<file path="config.mk">
export PLATFORM = sky130hd
export DESIGN_NAME = svsc_top
export DESIGN_NICKNAME = d
export VERILOG_FILES = /design/src/verilog/svsc_pkg.sv /design/src/verilog/svsc_top.sv
export SDC_FILE = /design/constraint.sdc
export NUM_CORES = 1
export LEC_CHECK = 0
export ABC_CLOCK_PERIOD_IN_PS = 1800
export BUFFER_PORTS_ARGS = -buffer_cell sky130_fd_sc_hd__buf_2
export CAP_MARGIN = 20
export CORE_MARGIN = 2
export CORE_UTILIZATION = 45
export CTS_BUF_LIST = sky130_fd_sc_hd__clkbuf_4 sky130_fd_sc_hd__clkbuf_8
export DETAILED_ROUTE_END_ITERATION = 8
export PLACE_DENSITY = 0.77
export SYNTH_ARGS = -nofsm -noshare
export SYNTH_HDL_FRONTEND = slang
export SYNTH_SLANG_ARGS = --single-unit
</file>
<file path="constraint.sdc">
create_clock -name clk_sys_i -period 1.8 [get_ports clk_sys_i]
set_input_delay 0.36 -clock clk_sys_i [delete_from_list [all_inputs] [get_ports clk_sys_i]]
set_output_delay 0.36 -clock clk_sys_i [all_outputs]
set_load 0.02 [all_outputs]
</file>
<file path="src/verilog/svsc_pkg.sv">
package svsc_pkg;
    // Register indices; byte address is four times the index
    localparam logic [2:0] SVSC_IDX_ENABLE = 3'h0;
    localparam logic [2:0] SVSC_IDX_STATUS = 3'h1;
    localparam logic [2:0] SVSC_IDX_IRQ_EN = 3'h2;
    localparam logic [2:0] SVSC_IDX_FLAGS  = 3'h3;
    localparam logic [2:0] SVSC_IDX_RSVD_A = 3'h4;
    localparam logic [2:0] SVSC_IDX_RSVD_B = 3'h6;

    // Enable register fields
    localparam int SVSC_SENSE_LVL_BIT   = 0;
    localparam int SVSC_SENSE_CONV_BIT  = 1;
    localparam int SVSC_SUPPLY_LVL_BIT  = 2;
    localparam int SVSC_SUPPLY_CONV_BIT = 3;
    localparam int SVSC_LOW_SEL_LSB     = 4;
    localparam int SVSC_HIGH_SEL_BIT    = 6;

    // Status, irq enable and flag fields share one layout
    localparam int SVSC_LOW_BIT  = 0;
    localparam int SVSC_HIGH_BIT = 1;

    // Reset values
    localparam logic [6:0] SVSC_ENABLE_RST = 7'h00;
    localparam logic [1:0] SVSC_PAIR_RST   = 2'h0;

    // Timing
    localparam int SVSC_CLK_PERIOD_NS  = 25;
    localparam int SVSC_SETTLE_TIME_NS = 1000;
    localparam int SVSC_SETTLE_EXTRA   = 2;
    localparam int SVSC_SETTLE_CYC     =
        (SVSC_SETTLE_TIME_NS + SVSC_CLK_PERIOD_NS - 1) / SVSC_CLK_PERIOD_NS + SVSC_SETTLE_EXTRA;

    // AHB-Lite encodings
    localparam logic [1:0] SVSC_HTRANS_NONSEQ = 2'h2;
    localparam logic       SVSC_HRESP_OKAY    = 1'b0;
endpackage

</file>
<file path="src/verilog/svsc_top.sv">
`timescale 1ns/1ps
// Behaviour
// - Comparator goes to the sense pin when both level enables are set.
// - Converter channel goes to the sense pin when both converter enables are set.
// - Writing sense converter enable as one clears supply converter enable.
// - Writing sense level enable as one clears supply level enable.
// - Supply converter enable sets only while sense converter enable is clear.
// - Supply level enable sets only while sense level enable is clear.
// - Bit 6 picks the first or second high threshold.
// - Bits 5:4 pick one of four low thresholds.
// - In run mode any enable of a pin closes its divider and function.
// - Stop mode opens both dividers and halts level sensing.
// - Stop mode leaves the configuration register unchanged.
// - Unimplemented bits and reserved offsets read as zero.
// - Result is invalid for settle time plus two cycles after enable change.
// - A flag sets whenever its condition status bit changes.
// - Flags clear only by writing one; zero has no effect.
// - Interrupt requested while any flag is set with its enable set.
// - In run mode both status bits are zero while both level enables are clear; stop mode holds them.
module svsc_top
    import svsc_pkg::*;
#(
    parameter int SETTLE_CYC = SVSC_SETTLE_CYC
) (
    input  wire logic        clk_sys_i,
    input  wire logic        arst_n_i,
    input  wire logic        hsel_i,
    input  wire logic [31:0] haddr_i,
    input  wire logic [1:0]  htrans_i,
    input  wire logic        hwrite_i,
    input  wire logic [2:0]  hsize_i,
    input  wire logic [31:0] hwdata_i,
    input  wire logic        hready_i,
    output logic [31:0]      hrdata_o,
    output logic             hreadyout_o,
    output logic             hresp_o,
    input  wire logic        stop_mode_i,
    input  wire logic        high_cmp_raw_i,
    input  wire logic        low_cmp_raw_i,
    output logic             sense_divider_close_o,
    output logic             supply_divider_close_o,
    output logic             sense_to_converter_o,
    output logic             supply_to_converter_o,
    output logic             comparator_on_sense_o,
    output logic             comparator_on_supply_o,
    output logic             high_threshold_select_o,
    output logic [1:0]       low_threshold_select_o,
    output logic             result_valid_o,
    output logic             irq_o
);

    function automatic logic is_idx(input logic [31:0] addr, input logic [2:0] idx);
        return (addr[31:5] == 27'h0) && (addr[4:2] == idx);
    endfunction

    logic [6:0]  enable_q;
    logic [1:0]  status_q;
    logic [1:0]  status_d;
    logic [1:0]  irq_en_q;
    logic [1:0]  flags_q;
    logic [1:0]  flags_d;
    logic [1:0]  cmp_meta_q;
    logic [1:0]  cmp_sync_q;
    logic [31:0] addr_q;
    logic        wr_pend_q;
    logic        rd_pend_q;
    logic        addr_phase;
    logic        wr_en;
    logic [6:0]  enable_wr;
    logic [7:0]  settle_q;
    logic [31:0] rd_mux;

    // Bus: writes complete at the end of a zero-wait data phase
    assign addr_phase = hsel_i && hready_i && (htrans_i == SVSC_HTRANS_NONSEQ);
    assign wr_en      = wr_pend_q;

    always_ff @(posedge clk_sys_i or negedge arst_n_i) begin
        if (!arst_n_i) begin
            addr_q    <= 32'h0;
            wr_pend_q <= 1'b0;
            rd_pend_q <= 1'b0;
        end else begin
            wr_pend_q <= addr_phase && hwrite_i;
            rd_pend_q <= addr_phase && !hwrite_i;
            if (addr_phase) begin
                addr_q <= haddr_i;
            end
        end
    end

    // A read waits one cycle so that a write finishing just before is seen
    always_ff @(posedge clk_sys_i or negedge arst_n_i) begin
        if (!arst_n_i) begin
            hreadyout_o <= 1'b1;
            hresp_o     <= SVSC_HRESP_OKAY;
            hrdata_o    <= 32'h0;
        end else begin
            hresp_o <= SVSC_HRESP_OKAY;
            if (addr_phase && !hwrite_i) begin
                hreadyout_o <= 1'b0;
            end else if (rd_pend_q && !hreadyout_o) begin
                hreadyout_o <= 1'b1;
                hrdata_o    <= rd_mux;
            end
        end
    end

    // Reserved offsets and unmapped addresses fall through to zero
    always_comb begin
        rd_mux = 32'h0;
        if (is_idx(addr_q, SVSC_IDX_ENABLE)) begin
            rd_mux = {25'h0, enable_q};
        end else if (is_idx(addr_q, SVSC_IDX_STATUS)) begin
            rd_mux = {30'h0, status_q};
        end else if (is_idx(addr_q, SVSC_IDX_IRQ_EN)) begin
            rd_mux = {30'h0, irq_en_q};
        end else if (is_idx(addr_q, SVSC_IDX_FLAGS)) begin
            rd_mux = {30'h0, flags_q};
        end
    end

    // Enable register write value with the mutual exclusion of the pin pairs
    always_comb begin
        enable_wr = hwdata_i[6:0];
        enable_wr[SVSC_SUPPLY_CONV_BIT] = hwdata_i[SVSC_SUPPLY_CONV_BIT]
            && !hwdata_i[SVSC_SENSE_CONV_BIT]
            && !enable_q[SVSC_SENSE_CONV_BIT];
        enable_wr[SVSC_SUPPLY_LVL_BIT] = hwdata_i[SVSC_SUPPLY_LVL_BIT]
            && !hwdata_i[SVSC_SENSE_LVL_BIT]
            && !enable_q[SVSC_SENSE_LVL_BIT];
    end

    // Stop mode does not touch the configuration
    always_ff @(posedge clk_sys_i or negedge arst_n_i) begin
        if (!arst_n_i) begin
            enable_q <= SVSC_ENABLE_RST;
            irq_en_q <= SVSC_PAIR_RST;
        end else if (wr_en) begin
            if (is_idx(addr_q, SVSC_IDX_ENABLE)) begin
                enable_q <= enable_wr;
            end
            if (is_idx(addr_q, SVSC_IDX_IRQ_EN)) begin
                irq_en_q <= hwdata_i[1:0];
            end
        end
    end

    // Analogue path controls
    always_ff @(posedge clk_sys_i or negedge arst_n_i) begin
        if (!arst_n_i) begin
            sense_divider_close_o   <= 1'b0;
            supply_divider_close_o  <= 1'b0;
            sense_to_converter_o    <= 1'b0;
            supply_to_converter_o   <= 1'b0;
            comparator_on_sense_o   <= 1'b0;
            comparator_on_supply_o  <= 1'b0;
            high_threshold_select_o <= 1'b0;
            low_threshold_select_o  <= 2'h0;
        end else begin
            sense_divider_close_o  <= !stop_mode_i
                && (enable_q[SVSC_SENSE_LVL_BIT] || enable_q[SVSC_SENSE_CONV_BIT]);
            supply_divider_close_o <= !stop_mode_i
                && (enable_q[SVSC_SUPPLY_LVL_BIT] || enable_q[SVSC_SUPPLY_CONV_BIT]);
            sense_to_converter_o   <= !stop_mode_i && enable_q[SVSC_SENSE_CONV_BIT];
            supply_to_converter_o  <= !stop_mode_i && enable_q[SVSC_SUPPLY_CONV_BIT]
                && !enable_q[SVSC_SENSE_CONV_BIT];
            comparator_on_sense_o  <= !stop_mode_i && enable_q[SVSC_SENSE_LVL_BIT];
            comparator_on_supply_o <= !stop_mode_i && enable_q[SVSC_SUPPLY_LVL_BIT]
                && !enable_q[SVSC_SENSE_LVL_BIT];
            high_threshold_select_o <= enable_q[SVSC_HIGH_SEL_BIT];
            low_threshold_select_o  <= enable_q[SVSC_LOW_SEL_LSB +: 2];
        end
    end

    // Settling window after any change of the four path enables
    always_ff @(posedge clk_sys_i or negedge arst_n_i) begin
        if (!arst_n_i) begin
            settle_q       <= 8'h0;
            result_valid_o <= 1'b1;
        end else begin
            if (wr_en && is_idx(addr_q, SVSC_IDX_ENABLE) && (enable_wr[3:0] != enable_q[3:0])) begin
                settle_q       <= 8'(SETTLE_CYC);
                result_valid_o <= 1'b0;
            end else if (settle_q != 8'h0) begin
                settle_q       <= settle_q - 8'h1;
                result_valid_o <= (settle_q == 8'h1);
            end
        end
    end

    // Comparator outputs are asynchronous to the bus clock
    always_ff @(posedge clk_sys_i or negedge arst_n_i) begin
        if (!arst_n_i) begin
            cmp_meta_q <= 2'h0;
            cmp_sync_q <= 2'h0;
        end else begin
            cmp_meta_q <= {high_cmp_raw_i, low_cmp_raw_i};
            cmp_sync_q <= cmp_meta_q;
        end
    end

    // Status holds in stop so that stop entry raises no flag
    always_comb begin
        status_d = status_q;
        if (!stop_mode_i) begin
            if (enable_q[SVSC_SENSE_LVL_BIT] || enable_q[SVSC_SUPPLY_LVL_BIT]) begin
                status_d = cmp_sync_q;
            end else begin
                status_d = 2'h0;
            end
        end
    end

    // Set wins over a simultaneous write-one clear
    always_comb begin
        flags_d = flags_q;
        if (wr_en && is_idx(addr_q, SVSC_IDX_FLAGS)) begin
            flags_d = flags_q & ~hwdata_i[1:0];
        end
        flags_d = flags_d | (status_d ^ status_q);
    end

    always_ff @(posedge clk_sys_i or negedge arst_n_i) begin
        if (!arst_n_i) begin
            status_q <= SVSC_PAIR_RST;
            flags_q  <= SVSC_PAIR_RST;
        end else begin
            status_q <= status_d;
            flags_q  <= flags_d;
        end
    end

    // Interrupt computed from next-state values so it tracks the registers exactly
    always_ff @(posedge clk_sys_i or negedge arst_n_i) begin
        if (!arst_n_i) begin
            irq_o <= 1'b0;
        end else if (wr_en && is_idx(addr_q, SVSC_IDX_IRQ_EN)) begin
            irq_o <= |(flags_d & hwdata_i[1:0]);
        end else begin
            irq_o <= |(flags_d & irq_en_q);
        end
    end

    // Cycles since the last change of a path enable, saturating; zero until the first change
    logic        path_change;
    logic [8:0]  since_change_q;

    assign path_change = wr_en && is_idx(addr_q, SVSC_IDX_ENABLE) && (enable_wr[3:0] != enable_q[3:0]);

    always_ff @(posedge clk_sys_i or negedge arst_n_i) begin
        if (!arst_n_i) begin
            since_change_q <= 9'h0;
        end else if (path_change) begin
            since_change_q <= 9'h1;
        end else if ((since_change_q != 9'h0) && (since_change_q != 9'h1ff)) begin
            since_change_q <= since_change_q + 9'h1;
        end
    end
endmodule

</file>
# Word level (Yosys, flattened, before mapping)

Cells that the tools add are included.

Equality and inequality tests: 6
Bitwise gates (word level): 7
Reduce and logical (&&, ||, !) cells: 45
Add/sub/neg operators: 1
Mux-type cells: 14

Operator list:

| operator              | count |
|---|---|
| $logic_not A27 Y1     | 1 |
| $logic_and A1 B1 Y1   | 25 |
| $mux W8               | 2 |
| $mux W2               | 6 |
| $eq A8 B1 Y1 const B  | 1 |
| $reduce_bool A8 Y1    | 1 |
| $sub A8 B1 Y8 const B | 1 |
| $logic_not A1 Y1      | 7 |
| $mux W7               | 1 |
| $and A2 B2 Y2         | 3 |
| $eq A3 B2 Y1 const B  | 2 |
| $reduce_and A2 Y1     | 3 |
| $mux W1               | 5 |
| $ne A4 B4 Y1          | 1 |
| $reduce_bool A2 Y1    | 2 |
| $reduce_or A2 Y1      | 2 |
| $eq A3 B1 Y1 const B  | 1 |
| $logic_not A3 Y1      | 1 |
| $logic_or A1 B1 Y1    | 3 |
| $eq A2 B2 Y1 const B  | 1 |
| $not A2 Y2            | 1 |
| $or A2 B2 Y2          | 1 |
| $xor A2 B2 Y2         | 1 |
| $not A1 Y1            | 1 |

Register bits after elaboration: 103
Output and inout bits: 45
Word-level logic and storage cells: 95
Bits of input ports: 77

# Depth between registers and ports, before layout

Word-level depth: 8
Gate-level depth with buffers: 7
Mapped depth without buffers: 7

# Worst setup path after synthesis

No wires, ideal clock.

Path kind: register to register
Start point: register addr_q[14]
End point: register irq_o
Required time: 1.679 ns
Stages on the path, launching flop included: 7
Library setup time: 0.121 ns
Path buffers: 1
Slack: 0.004 ns
Period minus slack after synthesis: 1.796 ns
Arrival time: 1.675 ns
Cell sequence: dfrtp_1 nor4_2 and4_1 buf_6 and4bb_4 mux2_4 a22o_1

Cells in the longest elaborated chain, start to end: 8
Elaborated cells on any way between the ends: 12
Those cells by class: mux: 2; bitwise: 3; reduce/logical: 7

Ends and longest elaborated chain:

| item                                | line                             | source |
|---|---|---|
| start: declaration                  | svsc_top.sv:64                   | `logic [31:0] addr_q;` |
| start signal: assignment            | svsc_top.sv:86                   | `addr_q <= haddr_i;` |
| $logic_not A27 Y1 *                 | -                                |  |
| $logic_and A1 B1 Y1                 | svsc_top.sv:53                   | `return (addr[31:5] == 27'h0) && (addr[4:2] == idx);` |
| $logic_and A1 B1 Y1                 | svsc_top.sv:217                  | `if (wr_en && is_idx(addr_q, SVSC_IDX_FLAGS)) begin` |
| $mux W2                             | svsc_top.sv:217                  |  |
| $or A2 B2 Y2                        | svsc_top.sv:220                  | `flags_d = flags_d \| (status_d ^ status_q);` |
| $and A2 B2 Y2 (on tied branches)    | svsc_top.sv:240, svsc_top.sv:238 |  |
| $reduce_or A2 Y1 (on tied branches) | svsc_top.sv:240, svsc_top.sv:238 |  |
| $mux W1 *                           | svsc_top.sv:237                  | `end else if (wr_en && is_idx(addr_q, SVSC_IDX_IRQ_EN)) begin` |
| end signal: assignment              | svsc_top.sv:238                  | `irq_o <= \|(flags_d & hwdata_i[1:0]);` |
| end signal: assignment              | svsc_top.sv:240                  | `irq_o <= \|(flags_d & irq_en_q);` |
| end: declaration                    | svsc_top.sv:49                   | `output logic irq_o` |

Every way passes the cells marked *; elsewhere a longest branch is shown, timed or not.
A chain may end at the register's enable or synchronous reset.

# Worst setup path in the final report

Start point: register addr_q[11]
End point: register irq_o

The elaborated chain is that of the path after synthesis.

==> impl_metrics.env <==
export IMPL_setup_worst_path_start="addr_q[11]$_DFFE_PN0P_"
export IMPL_grt_max_degree=46
export IMPL_cell_chosen_for_the_clock_root="clkbuf_8"
export IMPL_required_ns=2.03
export IMPL_detailed_place_area_mm2=0.00368
export IMPL_max_cap_violations=0
export IMPL_starting_density_of_the_core=0.462
export IMPL_mappedNetlistArea_mm2=0.00332
export IMPL_timing_max_transition_violations_final=0
export IMPL_slew_headroom=0.615
export IMPL_yosysWarningCount=0
export IMPL_critical_path_max_stage_delay_ns=0.40
export IMPL_antenna_violations_before_repair=0
export IMPL_port_buffer_count=65
export IMPL_timing_setup_critical_path_class="register to register"
export IMPL_irDropWorstVdd_v=0.000621
export IMPL_yosysUniqueCellTypes=44
export IMPL_ys_ff_latch=76
export IMPL_tightest_slew_ns=0.577
export IMPL_timing_hold_ws_ns=-0.00306
export IMPL_place_detailed_instances=420
export IMPL_die_area_mm2=0.00807
export IMPL_drt_iter0_drc=65
export IMPL_drive_above_1_share=0.426
export IMPL_path_delay_family="simple AND/OR/NAND/NOR gates"
export IMPL_post_layout_total_power_mw=4.32
export IMPL_insertion_delay_ns=0.35
export IMPL_final_period_minus_worst_setup_slack_ns=1.86
export IMPL_vias_per_cell=4.92
export IMPL_totalNegativeSetupSlack_ns=-0.0569
export IMPL_final_count_of_hold_timing_violations=3
export IMPL_synth_cells=260
export IMPL_timing_hold_worst_class="input pin to asynchronous set/reset pin"
export IMPL_final_design_area_no_fill_mm2=0.00396
export IMPL_reg2reg_to="irq_o$_DFF_PN0_"
export IMPL_timing_reg2reg_worst_path_depth=5
export IMPL_numCtsBuffers=9
export IMPL_outcome="finished, violations left"
export IMPL_slowest_stage="dfrtp_1"
export IMPL_drt_wirelength_per_cell_um=13.4
export IMPL_worst_clock_skew_ns=0.0120
export IMPL_async_reset_ff_frac=1.00
export IMPL_cp_depth=5
export IMPL_final_net_count=414
export IMPL_routed_via_count=2161
export IMPL_fin_util=0.552
export IMPL_area_growth_syn_to_layout_pct=19.4
export IMPL_placement_rows=31
export IMPL_numClockSinks=76
export IMPL_crit_end="irq_o$_DFF_PN0_"
export IMPL_io_pins=122
export IMPL_setup_ws_ns=-0.0569
export IMPL_first_global_vias=2185
export IMPL_drt_drc_violations_left=0
export IMPL_timing_critical_path_cells="nor4_2 > and4_4 > and4bb_4 > mux2_4 > a22o_1"
export IMPL_cts_tree="done"
export IMPL_post_synthesis_sequential_area_ratio=0.574
export IMPL_number_of_flops_mapped_to_enable_cells_by_yosys=0
export IMPL_finish_cell_count_without_fillers=439
export IMPL_worst_r2r_setup_slack_ns=-0.06
export IMPL_leakage_nw=1.89
export IMPL_fmaxAchievable_mhz=539
export IMPL_design_core_area_mm2=0.00718
export IMPL_gpl_final_weighted_congestion=0.825
export IMPL_worst_setup_path_start_kind="register"
export IMPL_timing_final_setup_violations=1
export IMPL_cts_clk_slew_worst_paths_ns=0.08
export IMPL_critical_path_peak_fanout=2
export IMPL_timing_final_crit_share=1.03
export IMPL_global_route_overflow_total=0
export IMPL_cellPowerDensity_mw_per_mm2=1090
export IMPL_dieHeight_um=89.9
export IMPL_critical_path_reg2reg_startpoint="addr_q[11]$_DFFE_PN0P_"
export IMPL_drt_antenna_violating_nets=0
export IMPL_n_antenna_cell=0
export IMPL_synth_avg_cell_area_um2=12.8
export IMPL_crit_path_end_kind="register"
export IMPL_unrepaired_setup_endpoints_after_global_routing="true"
export IMPL_grt_first_pass_wirelength_um=9910
export IMPL_post_cts_hold_buffer_count=0
export IMPL_drt_first_pass_iters=4
export IMPL_worstPathBufferInverterCount=0
export IMPL_violated_checks="hold timing, setup timing"
export IMPL_grt_usage=0.155
export IMPL_ctsHtreeMaxLevel=3
export IMPL_synth_ff_type="dfrtp_1"
export IMPL_clockBufferDepth=2
export IMPL_die_w_um=89.9
export IMPL_worst_endpoint_arrival_ns=2.09
export IMPL_dp_final_hpwl_um=4110
export IMPL_route_final_wire_length_um=5900
-- synth_stat cells, types with 3 or more instances --
| cell | n | area, µm² |
|---|---|---|
| nor2b_1 | 3 | 18.8 |
| nor3_1 | 4 | 20.0 |
| buf_4 | 27 | 203 |
| mux2_2 | 37 | 417 |
| xor2_1 | 5 | 43.8 |
| nor2_1 | 16 | 60.1 |
| nor3b_1 | 3 | 22.5 |
| o21ai_0 | 9 | 45.0 |
| a22o_1 | 6 | 52.6 |
| nor4_1 | 8 | 50.1 |
| nand2_1 | 16 | 60.1 |
| inv_1 | 3 | 11.3 |
| clkbuf_1 | 6 | 22.5 |
| dfrtp_1 | 74 | 1850 |
| nand3b_1 | 3 | 22.5 |
-- cell type report --
cell class              count  area [µm²]
well taps                  99         124
flip-flops and latches     76        1900
clock inverters             6        71.3
inverters                   3        11.3
multi-input cells         173        1320
clock buffers              10         138
repair buffers             72         397
fillers                   614        3220
-- report_power, final --
group	total, mW	switching, mW	internal (mW)
Sequential	2.22	0.233	1.99
Clock	1.32	0.636	0.687
Combinational	0.771	0.373	0.399
Total	4.32	1.24	3.07
-- cells in the final DEF, fill, tap and decap left out, drive strengths merged --
master	n
and3	2
buf	72
nor4	9
or2	1
nand4b	1
a211oi	1
clkinvlp	2
dfstp	2
a22o	6
inv	4
dfrtp	74
mux2i	1
xnor2	1
or3	1
nand4	4
and2	1
o21ai	9
nor2b	3
nand2	16
nor3b	3
clkinv	2
nand3b	3
nand3	2
mux4	2
bufinv	1
ha	2
mux2	39
a211o	1
conb	26
a21oi	4
nor2	17
and4	1
nand2b	2
clkbuf	10
nor3	4
and4bb	1
xor2	5
o31ai	2
o2bb2ai	2
or3b	1
-- stage by stage --
step | hold WS, ns | setup WS (ns)
4_1_cts | 0.00448 | -0.0808
6_report | -0.00306 | -0.0569
2_1_floorplan | 0.0644 | 0.00434
3_5_place_dp | 0.336 | -0.0654
5_1_grt | 0.0389 | -0.119
3_3_place_gp | 0.333 | -0.0724
-- layer usage --
metal	part of all wire	global-route usage
met4	0.018	0.0718
met1	0.42	0.182
met2	0.48	0.258
met5	0	0
met3	0.080	0.0503
-- what timing repair did --
action	4_1_cts	5_1_grt
gates cloned	1	1
hold endpoints to repair	0	0
pin swaps	4	1
endpoints found under the setup margin	10	17
gates resized for setup	3	5
setup buffers	1	0
-- worst register-to-register path, stage by stage, from the launching register on --
cell	delay, ns
dfrtp_1	0.40
nor4_2	0.29
and4_4	0.27
and4bb_4	0.27
mux2_4	0.31
a22o_1	0.21
-- state kept, by name, indices dropped and copies added, names as in the netlist, 2 cells and up --
name and count:
settle_q 8, enable_q 7, flags_q 2, irq_en_q 2
low_threshold_select_o 2, hrdata_o 7, status_q 2, cmp_sync_q 2
cmp_meta_q 2, addr_q 30
-- cells by family after synthesis --
kind of cell / count (synthesis) / share of synthesized area
simple gates: 71 / 0.122
compound gates: 24 / 0.0521
fa+ha+maj: 2 / 0.00754
other cells: 1 / 0.00113
flops: 76 / 0.574
mux: 42 / 0.151
buf+inv: 38 / 0.0762
xor+xnor: 6 / 0.0158
-- how the worst min path moves through the flow --
stage          depth (start not counted)  slack [ns]                     from                 endpoint
2_1_floorplan                          0        0.06                 arst_n_i   addr_q[10]$_DFFE_PN0P_
5_1_grt                                1        0.04                 arst_n_i    addr_q[4]$_DFFE_PN0P_
3_3_place_gp                           0        0.33  cmp_meta_q[1]$_DFF_PN0_  cmp_sync_q[1]$_DFF_PN0_
3_5_place_dp                           0        0.34  cmp_meta_q[0]$_DFF_PN0_  cmp_sync_q[0]$_DFF_PN0_
4_1_cts                                1       0.004                 arst_n_i    addr_q[4]$_DFFE_PN0P_
6_report                               1      -0.003                 arst_n_i    addr_q[4]$_DFFE_PN0P_
(Power assumes the default switching activity.)
